$ cat src/lmf_pkg.sv
// Shared constants, command codes and field layout of the frame command flow
package lmf_pkg;
  localparam int FRAME_W = 64;
  localparam int CFG_W = 48;
  localparam int CFG_NUM = 4;
  localparam int RAM_AW = 5;
  localparam int RAM_DEPTH = 32;
  localparam int ROW_AW = 4;
  localparam int FAULT_W = 144;
  localparam int CNT_W = 7;

  // Serial frame layout after the start bit: command, address, payload
  localparam int CMD_LSB = 56;
  localparam int ADDR_LSB = 48;
  localparam int CMD_W = 8;
  localparam int ADDR_W = 8;
  localparam int OP_LSB = 4;
  localparam int OP_W = 4;
  localparam int SUB_W = 4;
  localparam logic [CNT_W-1:0] FRAME_LAST = 7'h3F;
  localparam logic [CNT_W-1:0] TX_BITS = 7'h41;

  // Opcodes in the upper nibble of the command byte
  localparam logic [OP_W-1:0] OP_CHIP_INDEX = 4'h1;
  localparam logic [OP_W-1:0] OP_DATA_WRITE = 4'h2;
  localparam logic [OP_W-1:0] OP_VSYNC = 4'h3;
  localparam logic [OP_W-1:0] OP_CFG_READ = 4'h4;
  localparam logic [OP_W-1:0] OP_FAULT_READ = 4'h5;

  // Full fault read commands: a..c open words 0..2, d..f short words 0..2
  localparam logic [CMD_W-1:0] FAULT_READ_CMD_A = 8'h50;
  localparam logic [CMD_W-1:0] FAULT_READ_CMD_B = 8'h51;
  localparam logic [CMD_W-1:0] FAULT_READ_CMD_C = 8'h52;
  localparam logic [CMD_W-1:0] FAULT_READ_CMD_D = 8'h53;
  localparam logic [CMD_W-1:0] FAULT_READ_CMD_E = 8'h54;
  localparam logic [CMD_W-1:0] FAULT_READ_CMD_F = 8'h55;
  localparam logic [SUB_W-1:0] FAULT_SUB_NUM = 4'h6;

  localparam logic [ADDR_W-1:0] BCAST_ADDR = 8'hFF;
  localparam logic [ADDR_W-1:0] ADDR_RST = 8'h00;
  localparam logic [CFG_W-1:0] CFG_RST = 48'h0;

  // Field positions inside the configuration words
  localparam int BLK_EXT_LSB = 41;
  localparam int BLK_EXT_W = 6;
  localparam int CC_W = 8;
  localparam int CC_R_LSB = 0;
  localparam int CC_G_LSB = 8;
  localparam int CC_B_LSB = 16;
  localparam int BC_LSB = 24;
  localparam int BC_W = 3;
  localparam int SCALE_W = 12;

  typedef enum logic {
    LMF_RX_IDLE,
    LMF_RX_SHIFT
  } lmf_rx_state_t;
endpackage

$ cat src/lmf_frame_cmd.sv
// Serial command interpreter and frame update flow of one chained matrix driver
//
// Overview of operation
// RULE1: Blank extension field held at bits 46..41.
// RULE2: Controller indexes chain before writing configuration.
// RULE3: Controller sends sync, then frame data.
// RULE4: Sync flips banks: show old, fill new.
// RULE5: Reads answered any time within a frame.
// RULE6: Each device keeps its own distinct address.
// RULE7: Configuration written by broadcast data write.
// RULE8: Words 0,1 wait for sync; others immediate.
// RULE9: Grayscale written by addressed data write.
// RULE10: Fault read commands return open/short flags.
// RULE11: Controller orders channel data by wiring.
// RULE12: Brightness code and colour gains scale current.
// RULE13: Controller keeps serial clock running always.
// RULE14: All traffic in on serial_in, out serial_out.
// RULE15: Shadow words copied in the sync cycle.
`timescale 1ns/1ps
module lmf_frame_cmd (
  input wire logic core_clk_i,
  input wire logic reset_i,
  input wire logic serial_clk_i,
  input wire logic serial_in_i,
  input wire logic [lmf_pkg::FAULT_W-1:0] led_open_detect_i,
  input wire logic [lmf_pkg::FAULT_W-1:0] led_short_detect_i,
  input wire logic [lmf_pkg::ROW_AW-1:0] display_addr_i,
  output logic serial_out_o,
  output logic [lmf_pkg::CFG_W-1:0] display_data_o,
  output logic display_bank_o,
  output logic vsync_pulse_o,
  output logic [lmf_pkg::ADDR_W-1:0] chip_address_o,
  output logic chip_indexed_o,
  output logic [lmf_pkg::BLK_EXT_W-1:0] subperiod_blank_extension_o,
  output logic [lmf_pkg::BC_W-1:0] global_brightness_code_o,
  output logic [lmf_pkg::SCALE_W-1:0] red_current_scale_o,
  output logic [lmf_pkg::SCALE_W-1:0] green_current_scale_o,
  output logic [lmf_pkg::SCALE_W-1:0] blue_current_scale_o
);
  ////////////////////////////////////////////////////////////////////////////
  // Functions

  // Take the third stage where stages two and three agree, else hold
  function automatic logic [lmf_pkg::FAULT_W-1:0] settle(
    input logic [lmf_pkg::FAULT_W-1:0] s2,
    input logic [lmf_pkg::FAULT_W-1:0] s3,
    input logic [lmf_pkg::FAULT_W-1:0] hold
  );
    settle = (~(s2 ^ s3) & s3) | ((s2 ^ s3) & hold);
  endfunction

  // Current scale: (global code + 1) times colour gain
  function automatic logic [lmf_pkg::SCALE_W-1:0] current_scale(
    input logic [lmf_pkg::BC_W-1:0] bc,
    input logic [lmf_pkg::CC_W-1:0] cc
  );
    logic [lmf_pkg::BC_W:0] step;
    step = {1'b0, bc} + 4'h1;
    current_scale = step * cc;
  endfunction

  ////////////////////////////////////////////////////////////////////////////
  // Declarations
  logic [2:0] sclk_sync_ff;
  logic [2:0] sin_sync_ff;
  logic sclk_lvl_ff;
  logic sin_lvl_ff;
  logic sclk_agree;
  logic sclk_rise;
  logic sclk_fall;
  logic sin_now;
  logic [lmf_pkg::FAULT_W-1:0] open_s1_ff, open_s2_ff, open_s3_ff, open_ff;
  logic [lmf_pkg::FAULT_W-1:0] short_s1_ff, short_s2_ff, short_s3_ff, short_ff;
  lmf_pkg::lmf_rx_state_t rx_state_ff;
  logic [lmf_pkg::CNT_W-1:0] rx_cnt_ff;
  logic [lmf_pkg::FRAME_W-1:0] rx_sreg_ff;
  logic rx_done;
  logic [lmf_pkg::FRAME_W-1:0] rx_word;
  logic [lmf_pkg::CMD_W-1:0] cmd;
  logic [lmf_pkg::OP_W-1:0] op;
  logic [lmf_pkg::SUB_W-1:0] sub;
  logic [lmf_pkg::ADDR_W-1:0] addr;
  logic [lmf_pkg::CFG_W-1:0] payload;
  logic is_mine;
  logic is_bcast;
  logic do_index, do_cfg_wr, do_gray_wr, do_vsync, do_cfg_rd, do_flt_rd;
  logic [lmf_pkg::FRAME_W-1:0] nxt_fwd;
  logic [lmf_pkg::ADDR_W-1:0] chip_addr_ff;
  logic chip_indexed_ff;
  logic [lmf_pkg::CFG_W-1:0] cfg0_shadow_ff, cfg1_shadow_ff;
  logic [lmf_pkg::CFG_W-1:0] cfg0_act_ff, cfg1_act_ff, cfg2_act_ff, cfg3_act_ff;
  logic bank_ff;
  logic [lmf_pkg::ROW_AW-1:0] wr_ptr_ff;
  logic vsync_ff;
  logic [lmf_pkg::FRAME_W:0] tx_sreg_ff;
  logic [lmf_pkg::CNT_W-1:0] tx_cnt_ff;
  logic serial_out_ff;
  logic [lmf_pkg::SCALE_W-1:0] red_scale_ff, green_scale_ff, blue_scale_ff;

  ////////////////////////////////////////////////////////////////////////////
  // Input synchronisers: serial clock is sampled, never used as a clock
  always_ff @(posedge core_clk_i or posedge reset_i) begin
    if (reset_i) begin
      sclk_sync_ff <= 3'h0;
      sin_sync_ff <= 3'h0;
      sclk_lvl_ff <= 1'b0;
      sin_lvl_ff <= 1'b0;
    end else begin
      sclk_sync_ff <= {sclk_sync_ff[1:0], serial_clk_i};
      sin_sync_ff <= {sin_sync_ff[1:0], serial_in_i};
      sclk_lvl_ff <= sclk_agree ? sclk_sync_ff[2] : sclk_lvl_ff;
      sin_lvl_ff <= sin_now;
    end
  end

  assign sclk_agree = (sclk_sync_ff[1] == sclk_sync_ff[2]);
  assign sclk_rise = sclk_agree & sclk_sync_ff[2] & ~sclk_lvl_ff;
  assign sclk_fall = sclk_agree & ~sclk_sync_ff[2] & sclk_lvl_ff;
  assign sin_now = (sin_sync_ff[1] == sin_sync_ff[2]) ? sin_sync_ff[2] : sin_lvl_ff;

  always_ff @(posedge core_clk_i or posedge reset_i) begin
    if (reset_i) begin
      open_s1_ff <= '0;
      open_s2_ff <= '0;
      open_s3_ff <= '0;
      open_ff <= '0;
      short_s1_ff <= '0;
      short_s2_ff <= '0;
      short_s3_ff <= '0;
      short_ff <= '0;
    end else begin
      open_s1_ff <= led_open_detect_i;
      open_s2_ff <= open_s1_ff;
      open_s3_ff <= open_s2_ff;
      open_ff <= settle(open_s2_ff, open_s3_ff, open_ff);
      short_s1_ff <= led_short_detect_i;
      short_s2_ff <= short_s1_ff;
      short_s3_ff <= short_s2_ff;
      short_ff <= settle(short_s2_ff, short_s3_ff, short_ff);
    end
  end

  ////////////////////////////////////////////////////////////////////////////
  // Frame receiver: start bit, then 64 bits msb first on serial clock rises
  always_ff @(posedge core_clk_i or posedge reset_i) begin
    if (reset_i) begin
      rx_state_ff <= lmf_pkg::LMF_RX_IDLE;
      rx_cnt_ff <= '0;
      rx_sreg_ff <= '0;
    end else if (sclk_rise) begin
      unique case (rx_state_ff)
        lmf_pkg::LMF_RX_IDLE: begin
          rx_cnt_ff <= '0;
          if (sin_now) begin // [RULE14]
            rx_state_ff <= lmf_pkg::LMF_RX_SHIFT;
          end
        end
        lmf_pkg::LMF_RX_SHIFT: begin
          rx_sreg_ff <= rx_word;
          rx_cnt_ff <= rx_cnt_ff + 7'h01;
          if (rx_cnt_ff == lmf_pkg::FRAME_LAST) begin
            rx_state_ff <= lmf_pkg::LMF_RX_IDLE;
          end
        end
      endcase
    end
  end

  assign rx_word = {rx_sreg_ff[lmf_pkg::FRAME_W-2:0], sin_now};
  assign rx_done = sclk_rise && (rx_state_ff == lmf_pkg::LMF_RX_SHIFT)
                   && (rx_cnt_ff == lmf_pkg::FRAME_LAST);

  ////////////////////////////////////////////////////////////////////////////
  // Command decode and the word forwarded down the chain
  always_comb begin
    cmd = rx_word[lmf_pkg::CMD_LSB +: lmf_pkg::CMD_W];
    op = cmd[lmf_pkg::OP_LSB +: lmf_pkg::OP_W];
    sub = cmd[lmf_pkg::SUB_W-1:0];
    addr = rx_word[lmf_pkg::ADDR_LSB +: lmf_pkg::ADDR_W];
    payload = rx_word[lmf_pkg::CFG_W-1:0];
    is_bcast = (addr == lmf_pkg::BCAST_ADDR);
    is_mine = (addr == chip_addr_ff) && !is_bcast; // [RULE6]
    do_index = rx_done && (op == lmf_pkg::OP_CHIP_INDEX);
    do_cfg_wr = rx_done && (op == lmf_pkg::OP_DATA_WRITE) && is_bcast
                && (sub < 4'(lmf_pkg::CFG_NUM));
    do_gray_wr = rx_done && (op == lmf_pkg::OP_DATA_WRITE) && is_mine;
    do_vsync = rx_done && (op == lmf_pkg::OP_VSYNC);
    do_cfg_rd = rx_done && (op == lmf_pkg::OP_CFG_READ) && is_mine
                && (sub < 4'(lmf_pkg::CFG_NUM));
    do_flt_rd = rx_done && (op == lmf_pkg::OP_FAULT_READ) && is_mine
                && (sub < lmf_pkg::FAULT_SUB_NUM);
    nxt_fwd = rx_word;
    // Next device takes the following address
    if (op == lmf_pkg::OP_CHIP_INDEX) begin
      nxt_fwd[lmf_pkg::ADDR_LSB +: lmf_pkg::ADDR_W] = addr + 8'h01; // [RULE6]
    end
    if (do_cfg_rd) begin // [RULE5]
      case (sub[1:0])
        2'h0: nxt_fwd[lmf_pkg::CFG_W-1:0] = cfg0_act_ff;
        2'h1: nxt_fwd[lmf_pkg::CFG_W-1:0] = cfg1_act_ff;
        2'h2: nxt_fwd[lmf_pkg::CFG_W-1:0] = cfg2_act_ff;
        default: nxt_fwd[lmf_pkg::CFG_W-1:0] = cfg3_act_ff;
      endcase
    end
    if (do_flt_rd) begin // [RULE10] [RULE5]
      case (sub[2:0])
        3'h0: nxt_fwd[lmf_pkg::CFG_W-1:0] = open_ff[0 +: lmf_pkg::CFG_W];
        3'h1: nxt_fwd[lmf_pkg::CFG_W-1:0] = open_ff[lmf_pkg::CFG_W +: lmf_pkg::CFG_W];
        3'h2: nxt_fwd[lmf_pkg::CFG_W-1:0] = open_ff[2*lmf_pkg::CFG_W +: lmf_pkg::CFG_W];
        3'h3: nxt_fwd[lmf_pkg::CFG_W-1:0] = short_ff[0 +: lmf_pkg::CFG_W];
        3'h4: nxt_fwd[lmf_pkg::CFG_W-1:0] = short_ff[lmf_pkg::CFG_W +: lmf_pkg::CFG_W];
        default: nxt_fwd[lmf_pkg::CFG_W-1:0] = short_ff[2*lmf_pkg::CFG_W +: lmf_pkg::CFG_W];
      endcase
    end
  end

  ////////////////////////////////////////////////////////////////////////////
  // Chain address
  always_ff @(posedge core_clk_i or posedge reset_i) begin
    if (reset_i) begin
      chip_addr_ff <= lmf_pkg::ADDR_RST;
      chip_indexed_ff <= 1'b0;
    end else if (do_index) begin
      chip_addr_ff <= addr; // [RULE6]
      chip_indexed_ff <= 1'b1;
    end
  end

  ////////////////////////////////////////////////////////////////////////////
  // Configuration words: 0 and 1 staged until sync, 2 and 3 at once
  always_ff @(posedge core_clk_i or posedge reset_i) begin
    if (reset_i) begin
      cfg0_shadow_ff <= lmf_pkg::CFG_RST;
      cfg1_shadow_ff <= lmf_pkg::CFG_RST;
      cfg0_act_ff <= lmf_pkg::CFG_RST;
      cfg1_act_ff <= lmf_pkg::CFG_RST;
      cfg2_act_ff <= lmf_pkg::CFG_RST;
      cfg3_act_ff <= lmf_pkg::CFG_RST;
    end else begin
      if (do_cfg_wr) begin // [RULE7] [RULE8]
        case (sub[1:0])
          2'h0: cfg0_shadow_ff <= payload;
          2'h1: cfg1_shadow_ff <= payload;
          2'h2: cfg2_act_ff <= payload;
          default: cfg3_act_ff <= payload;
        endcase
      end
      if (do_vsync) begin
        cfg0_act_ff <= cfg0_shadow_ff; // [RULE15] [RULE8]
        cfg1_act_ff <= cfg1_shadow_ff; // [RULE15] [RULE1]
      end
    end
  end

  ////////////////////////////////////////////////////////////////////////////
  // Grayscale banks: sync shows the filled bank and refills the other
  always_ff @(posedge core_clk_i or posedge reset_i) begin
    if (reset_i) begin
      bank_ff <= 1'b0;
      wr_ptr_ff <= '0;
      vsync_ff <= 1'b0;
    end else begin
      vsync_ff <= do_vsync;
      if (do_vsync) begin
        bank_ff <= ~bank_ff; // [RULE4]
        wr_ptr_ff <= '0;
      end else if (do_gray_wr) begin
        wr_ptr_ff <= wr_ptr_ff + 4'h1; // [RULE9]
      end
    end
  end

  lmf_gray_ram u_gray_ram (
    .core_clk_i(core_clk_i),
    .wr_en_i(do_gray_wr),
    .wr_addr_i({~bank_ff, wr_ptr_ff}),
    .wr_data_i(payload),
    .rd_addr_i({bank_ff, display_addr_i}),
    .rd_data_o(display_data_o)
  );

  ////////////////////////////////////////////////////////////////////////////
  // Store-and-forward transmitter, shifts on serial clock falls
  always_ff @(posedge core_clk_i or posedge reset_i) begin
    if (reset_i) begin
      tx_sreg_ff <= '0;
      tx_cnt_ff <= '0;
      serial_out_ff <= 1'b0;
    end else if (rx_done) begin
      tx_sreg_ff <= {1'b1, nxt_fwd}; // [RULE14]
      tx_cnt_ff <= lmf_pkg::TX_BITS;
    end else if (sclk_fall) begin
      if (tx_cnt_ff != '0) begin
        serial_out_ff <= tx_sreg_ff[lmf_pkg::FRAME_W];
        tx_sreg_ff <= {tx_sreg_ff[lmf_pkg::FRAME_W-1:0], 1'b0};
        tx_cnt_ff <= tx_cnt_ff - 7'h01;
      end else begin
        serial_out_ff <= 1'b0;
      end
    end
  end

  ////////////////////////////////////////////////////////////////////////////
  // Current scaling from brightness code and colour gains
  always_ff @(posedge core_clk_i or posedge reset_i) begin
    if (reset_i) begin
      red_scale_ff <= '0;
      green_scale_ff <= '0;
      blue_scale_ff <= '0;
    end else begin
      red_scale_ff <= current_scale(cfg3_act_ff[lmf_pkg::BC_LSB +: lmf_pkg::BC_W],
                                    cfg3_act_ff[lmf_pkg::CC_R_LSB +: lmf_pkg::CC_W]); // [RULE12]
      green_scale_ff <= current_scale(cfg3_act_ff[lmf_pkg::BC_LSB +: lmf_pkg::BC_W],
                                      cfg3_act_ff[lmf_pkg::CC_G_LSB +: lmf_pkg::CC_W]); // [RULE12]
      blue_scale_ff <= current_scale(cfg3_act_ff[lmf_pkg::BC_LSB +: lmf_pkg::BC_W],
                                     cfg3_act_ff[lmf_pkg::CC_B_LSB +: lmf_pkg::CC_W]); // [RULE12]
    end
  end

  assign serial_out_o = serial_out_ff;
  assign display_bank_o = bank_ff;
  assign vsync_pulse_o = vsync_ff;
  assign chip_address_o = chip_addr_ff;
  assign chip_indexed_o = chip_indexed_ff;
  assign subperiod_blank_extension_o =
    cfg1_act_ff[lmf_pkg::BLK_EXT_LSB +: lmf_pkg::BLK_EXT_W]; // [RULE1]
  assign global_brightness_code_o = cfg3_act_ff[lmf_pkg::BC_LSB +: lmf_pkg::BC_W];
  assign red_current_scale_o = red_scale_ff;
  assign green_current_scale_o = green_scale_ff;
  assign blue_current_scale_o = blue_scale_ff;
endmodule

$ cat src/lmf_gray_ram.sv
// Two-bank grayscale memory with one write port and a registered read port
`timescale 1ns/1ps
module lmf_gray_ram (
  input wire logic core_clk_i,
  input wire logic wr_en_i,
  input wire logic [lmf_pkg::RAM_AW-1:0] wr_addr_i,
  input wire logic [lmf_pkg::CFG_W-1:0] wr_data_i,
  input wire logic [lmf_pkg::RAM_AW-1:0] rd_addr_i,
  output logic [lmf_pkg::CFG_W-1:0] rd_data_o
);
  logic [lmf_pkg::CFG_W-1:0] mem_ff [lmf_pkg::RAM_DEPTH];

  always_ff @(posedge core_clk_i) begin
    if (wr_en_i) begin
      mem_ff[wr_addr_i] <= wr_data_i;
    end
  end

  always_ff @(posedge core_clk_i) begin
    rd_data_o <= mem_ff[rd_addr_i];
  end
endmodule

$ cat config.mk
export PLATFORM = sky130hd
export DESIGN_NAME = lmf_frame_cmd
export DESIGN_NICKNAME = d
export VERILOG_FILES = /design/src/lmf_pkg.sv /design/src/lmf_frame_cmd.sv /design/src/lmf_gray_ram.sv
export SDC_FILE = /design/constraint.sdc
export NUM_CORES = 2
export LEC_CHECK = 0
export ABC_AREA = 1
export BUFFER_PORTS_ARGS = -buffer_cell sky130_fd_sc_hd__buf_2
export CORE_MARGIN = 1.5
export CORE_UTILIZATION = 51
export CTS_CLUSTER_SIZE = 24
export DETAILED_ROUTE_END_ITERATION = 12
export PLACE_DENSITY = 0.7
export SLEW_MARGIN = 40
export SYNTH_ARGS = -nofsm -noshare
export SYNTH_HDL_FRONTEND = slang
export SYNTH_SLANG_ARGS = --single-unit
export TNS_END_PERCENT = 100
$ cat constraint.sdc
create_clock -name core_clk_i -period 55.4 [get_ports core_clk_i]
set_input_delay 11.08 -clock core_clk_i [delete_from_list [all_inputs] [get_ports core_clk_i]]
set_output_delay 11.08 -clock core_clk_i [all_outputs]
set_load 0.02 [all_outputs]
# Yosys cells after proc, flatten, opt, wreduce, memory -nomap -nowiden
# Memories as Yosys holds them, arrays and structs flattened. A register that Yosys moved wholly into a read port is not among the register bits.
# Cells that the tools add are included.
[classes] n_mul=3 n_reduce_logical=30 mux=21 addsub=5 bitwise=20 magnitude_cmp=2 eq_ne=16
[op_table] cell="$and 144x144->144" count=4
[op_table] cell="$not 144->144" count=2
[op_table] cell="$or 144x144->144" count=2
[op_table] cell="$xor 144x144->144" count=2
[op_table] cell="$pmux 48 s5" count=1
[op_table] cell="$mux 65" count=3
[op_table] cell="$pmux 48 s3" count=1
[op_table] cell="$mux 48" count=2
[op_table] cell="$mul 4x8->12" count=3
[op_table] cell="$mux 7" count=3
[op_table] cell="$logic_and 1x1->1" count=15
[op_table] cell="$pmux 7 s2" count=1
[op_table] cell="$reduce_and 2->1" count=7
[op_table] cell="$add 8x1->8 const B" count=1
[op_table] cell="$eq 4x2->1 const B" count=2
[op_table] cell="$eq 4x3->1 const B" count=2
[op_table] cell="$eq 8x8->1" count=1
[op_table] cell="$eq 8x8->1 const B" count=1
[op_table] cell="$lt 4x3->1 const B" count=2
[op_table] cell="$mux 4" count=2
[op_table] cell="$mux 8" count=1
[op_table] cell="$add 7x1->7 const B" count=1
[op_table] cell="$eq 7x6->1 const B" count=1
[op_table] cell="$reduce_bool 7->1" count=1
[op_table] cell="19 further kinds" count=36
[totals] out_inout_bits=105 memories=1 register_bits=1643 input_bits=296 ramBits=1536 elab_cells=130
[memory_table] name="u_gray_ram.mem_ff" words=32 width=48 rd=1 rd_clocked_by_memory_dff=1 write_ports=1 line_no="lmf_gray_ram.sv:11" text="logic [lmf_pkg::CFG_W-1:0] mem_ff [lmf_pkg::RAM_DEPTH];"

# Depth between registers and ports, before layout
[logic_depth] depth_word=11 mapped_depth=19 mapped_depth_nobuf=18

# Hierarchy
# From an unflattened synthesis, not the netlist that was laid out.
[unflattened] cells_unflattened=10183 area_unflattened_um2=121097.4
[modules_own_cells] module="lmf_gray_ram" cells_per_inst=5279 n_inst=1 seq_area_each_um2=47085.2 area_each_um2=62966.6
[modules_own_cells] module="lmf_frame_cmd" cells_per_inst=4904 n_inst=1 seq_area_each_um2=41114.4 area_each_um2=58130.8

# Least setup slack after synthesis
# No wires, ideal clock.
[synth_path] kind="input port to flip-flop" start="in display_addr_i[0] (netlist bit)" end="reg u_gray_ram.rd_data_o[41] (netlist bit) (read register of u_gray_ram.mem_ff)" t_required_ns=55.285 stages=10 n_path_buf=5 t_arrival_ns=12.391 setup_time_ns=0.115 path_slack_ns=42.894 path_cell_list="buf_4 > buf_4 > buf_4 > buf_4 > clkbuf_1 > nor2_1 > o22ai_1 > o21ai_0 > nand3_1 > and2_1"
[synth_rtl] item="start, declared" line_no="lmf_frame_cmd.sv:27" text="input wire logic [lmf_pkg::ROW_AW-1:0] display_addr_i,"
[synth_rtl] item="end, declared" line_no="lmf_gray_ram.sv:9" text="output logic [lmf_pkg::CFG_W-1:0] rd_data_o"

==> flow_metrics.py <==
metrics = {
    "hold_path": {
        "hp-class": "reg2reg",
        "min_from": "short_s1_ff[101]",
        "holdPathEnd": "short_s2_ff[101]",
        "whs_path_depth": 0,
    },
    "finish": {
        "final_area_sq_um": 135000,
        "synthToLayoutAreaGrowth_pct": 13.7,
        "final_common_cell": "dfrtp_1",
        "final_cell_mix": "dfrtp_1 (1,600), edfxtp_1 (1,536), nand2_1 (1,505)",
        "fillers": 17400,
        "nNetsFinal": 9965,
        "drive_above_1_share_pct": 11.4,
    },
    "floorplanning": {
        "die_w_um": 485,
        "std_cell_rows": 176,
        "die_area_sq_um": 235000,
        "io_pins": 401,
        "coreArea_sq_um": 231000,
        "start_util_pct": 51.4,
        "die_h_um": 485,
    },
    "clock_tree": {
        "clk-insertion-delay-late_ns": 0.94,
        "clockBufferDepth": 4,
        "cts_tree": "yes",
        "cts_resized": 0,
        "cts_hold_buffers": 0,
        "post-cts-setup-buffers": 0,
        "clk_pin_slew_ns": 0.06,
        "cts_made_buffers": 330,
        "clock-root-buffer": "clkbuf_16",
        "cts_max_level": 5,
        "clkSinkCount": 3227,
    },
    "logic_synthesis": {
        "synth_edf_count": 1536,
        "synth.avg_cell_area_sq_um": 12.8,
        "synth_cells": 9233,
        "ys.flop_type": "dfrtp_1",
        "seq_area_frac_synth_pct": 74.4,
        "synth_fp_nets": 9624,
        "ys_ff_latch": 3227,
        "async_flop_share_pct": 50.9,
        "netlist_area_sq_um": 118000,
        "yosysWarnings": 0,
        "ys_types": 48,
    },
    "timing": {
        "fmax_ghz": 0.0679,
        "drv_slew": 0,
        "rsz0062_at_grt": "false",
        "worstMarginPinSlew_ns": 0.923,
        "finalSetupViolations": 0,
        "period_share_pct": 26.6,
        "final_hold_viol_count": 0,
        "fin_crit_ns": 14.73,
        "skew_ns": 0.0783,
        "hold_slack_ns": 0.334,
        "relSlewSlack_pct": 38.4,
        "setup_tns_ns": 0,
    },
    "power_and_ir_drop": {
        "p_per_area_nw_per_um2": 37.2,
        "p_total_w": 0.00502,
        "vdd_drop_max_v": 0.0000442,
        "p_leak_nw": 51.7,
    },
    "drt": {
        "vias_per_cell": 5.79,
        "drc": 0,
        "vias": 74400,
        "wl_mm": 302,
        "postRouteAntennaNets": 0,
        "wl_per_cell_um": 23.5,
        "drt_iter0_markers": 8856,
        "firstDrtPassIters": 6,
    },
    "global_routing": {
        "grt_overflow_total": 0,
        "grt_pass1_vias": 74400,
        "antenna_found_initial": 12,
        "grt_usage_pct": 25.6,
        "grt_pass1_wl_mm": 457,
        "grt_max_degree": 226,
    },
    "worst_setup_path": {
        "arrival_ns": 15.66,
        "reg2reg_slack_ns": 50.71,
        "r2r-start": "rx_sreg_ff[47]",
        "reg2reg_depth": 12,
        "critPathKind": "in2async",
        "cp_max_fo": 111,
        "end_kind": "async pin",
        "start_kind": "input pin",
        "r2r_end": "u_gray_ram.mem_ff[4][22]",
        "cp.required_ns": 56.34,
    },
    "place": {
        "hpwl_mm": 164,
        "place.gp.congestion": 0.816,
        "io_buffers": 400,
        "placed_area_sq_um": 124000,
    },
    "run_status": {
        "outcome": "finished, final reports clean",
    },
    "run": {
        "max_cap_violations": 0,
    },
}
[cell type report]
cell class | count | area [sq um] | share of cell area, %
clock buffer | 462 | 9240 | 6.86
multi-input combinational | 5138 | 27000 | 20.1
inverter | 345 | 1320 | 0.980
antenna | 3 | 7.51 | 0.00557
sequential | 3227 | 88300 | 65.5
tap | 3026 | 3790 | 2.81
timing repair buffer | 532 | 3670 | 2.73
clock inverter | 117 | 1420 | 1.05
[logic make-up (layout without fill, tap and decap cells)]
family	after synthesis	in the layout	share of synthesized area (%)
XOR/XNOR	35	35	0.259
flip-flops	3227	3227	74.4
AND/OR/NAND/NOR	3034	3034	10.4
other	0	3	0
AO/OA/AOI/OAI	1686	1686	8.24
buffers and inverters	868	1456	3.04
adder cells (fa/ha/maj)	383	383	3.66
[per-layer routing]
metal | wire length, um | track usage (%) | vias to the layer above
met1 | 120000 | 35.1 | 37300
met4 | 10600 | 9.15 | 8
met2 | 143000 | 40.8 | 3611
met3 | 28900 | 5.15 | 607
met5 | 54 | 0 | -
li1 | - | - | 32900
[worst max-delay path by stage]
stage,start,end,slack (ns),cells past startpoint
2_1_floorplan,reset_i,async pin,21.55,1
3_3_place_gp,reset_i,blue_current_scale_o[9],38.25,8
3_5_place_dp,reset_i,blue_current_scale_o[10],38.94,8
4_1_cts,reset_i,blue_current_scale_o[10],39.87,8
5_1_grt,reset_i,blue_current_scale_o[9],39.85,9
6_report,reset_i,blue_current_scale_o[0],40.67,9
[critical path, stage by stage]
cell        delay (ns)
buf_2             0.12
clkinvlp_4        0.34
buf_6             0.55
buf_6             0.57
buf_12            0.37
buf_16            0.42
clkbuf_8          0.66
buf_6             0.62
buf_6             0.62
[Yosys cell counts (all sizes together), types with 2 or more instances]
library cell | instances | area [sq um]
clkinv | 3 | 12.5
dfrtp | 1643 | 41100
o221ai | 307 | 2690
o311ai | 2 | 17.5
edfxtp | 1536 | 46100
xnor2 | 5 | 43.8
nor3 | 10 | 77.6
maj3 | 288 | 2880
xor2 | 30 | 263
nor2 | 950 | 3580
nand4 | 13 | 87.6
o2111ai | 2 | 17.5
fa | 36 | 721
ha | 59 | 738
buf | 202 | 1100
or2 | 2 | 12.5
inv | 342 | 1280
a21oi | 148 | 741
dfxtp | 48 | 961
o21ai | 1122 | 5620
and2 | 40 | 250
o211ai | 9 | 67.6
clkbuf | 321 | 1200
nand2 | 1508 | 5670
o21bai | 4 | 30.0
nand3 | 509 | 2580
o22ai | 86 | 538
[registers in the layout, summed over array words and instances (netlist names), 4 cells and up, named ones only]
signal / cells
blue_current_scale_o: 12
cfg0_act_ff: 48
cfg0_shadow_ff: 48
cfg1_act_ff: 48
cfg1_shadow_ff: 48
cfg2_act_ff: 48
cfg3_act_ff: 48
chip_address_o: 8
green_current_scale_o: 12
open_s1_ff: 144
open_s2_ff: 144
open_s3_ff: 144
red_current_scale_o: 12
rx_cnt_ff: 7
rx_sreg_ff: 63
short_s1_ff: 144
short_s2_ff: 144
short_s3_ff: 144
tx_cnt_ff: 7
tx_sreg_ff: 65
u_gray_ram.mem_ff: 1536
u_gray_ram.rd_data_o: 48
wr_ptr_ff: 4
[power breakdown]
part	switching (W)	internal (W)	total (W)	leakage, nW
combinational	0.000125	0.0000558	0.000181	13.7
clock	0.000887	0.00131	0.00219	5.22
sequential	0.0000598	0.00258	0.00264	32.8
[stage by stage]
step                      setup WS, ns  util, %  cells
final                            40.67     58.4  12900
after global routing             39.85     58.4  12900
after CTS                        39.87     58.4  12800
after detailed placement         38.94     53.7  12300
after global placement           38.25     53.5  12200
after floorplan                  21.55        -   9233
(Power assumes the default switching activity.)
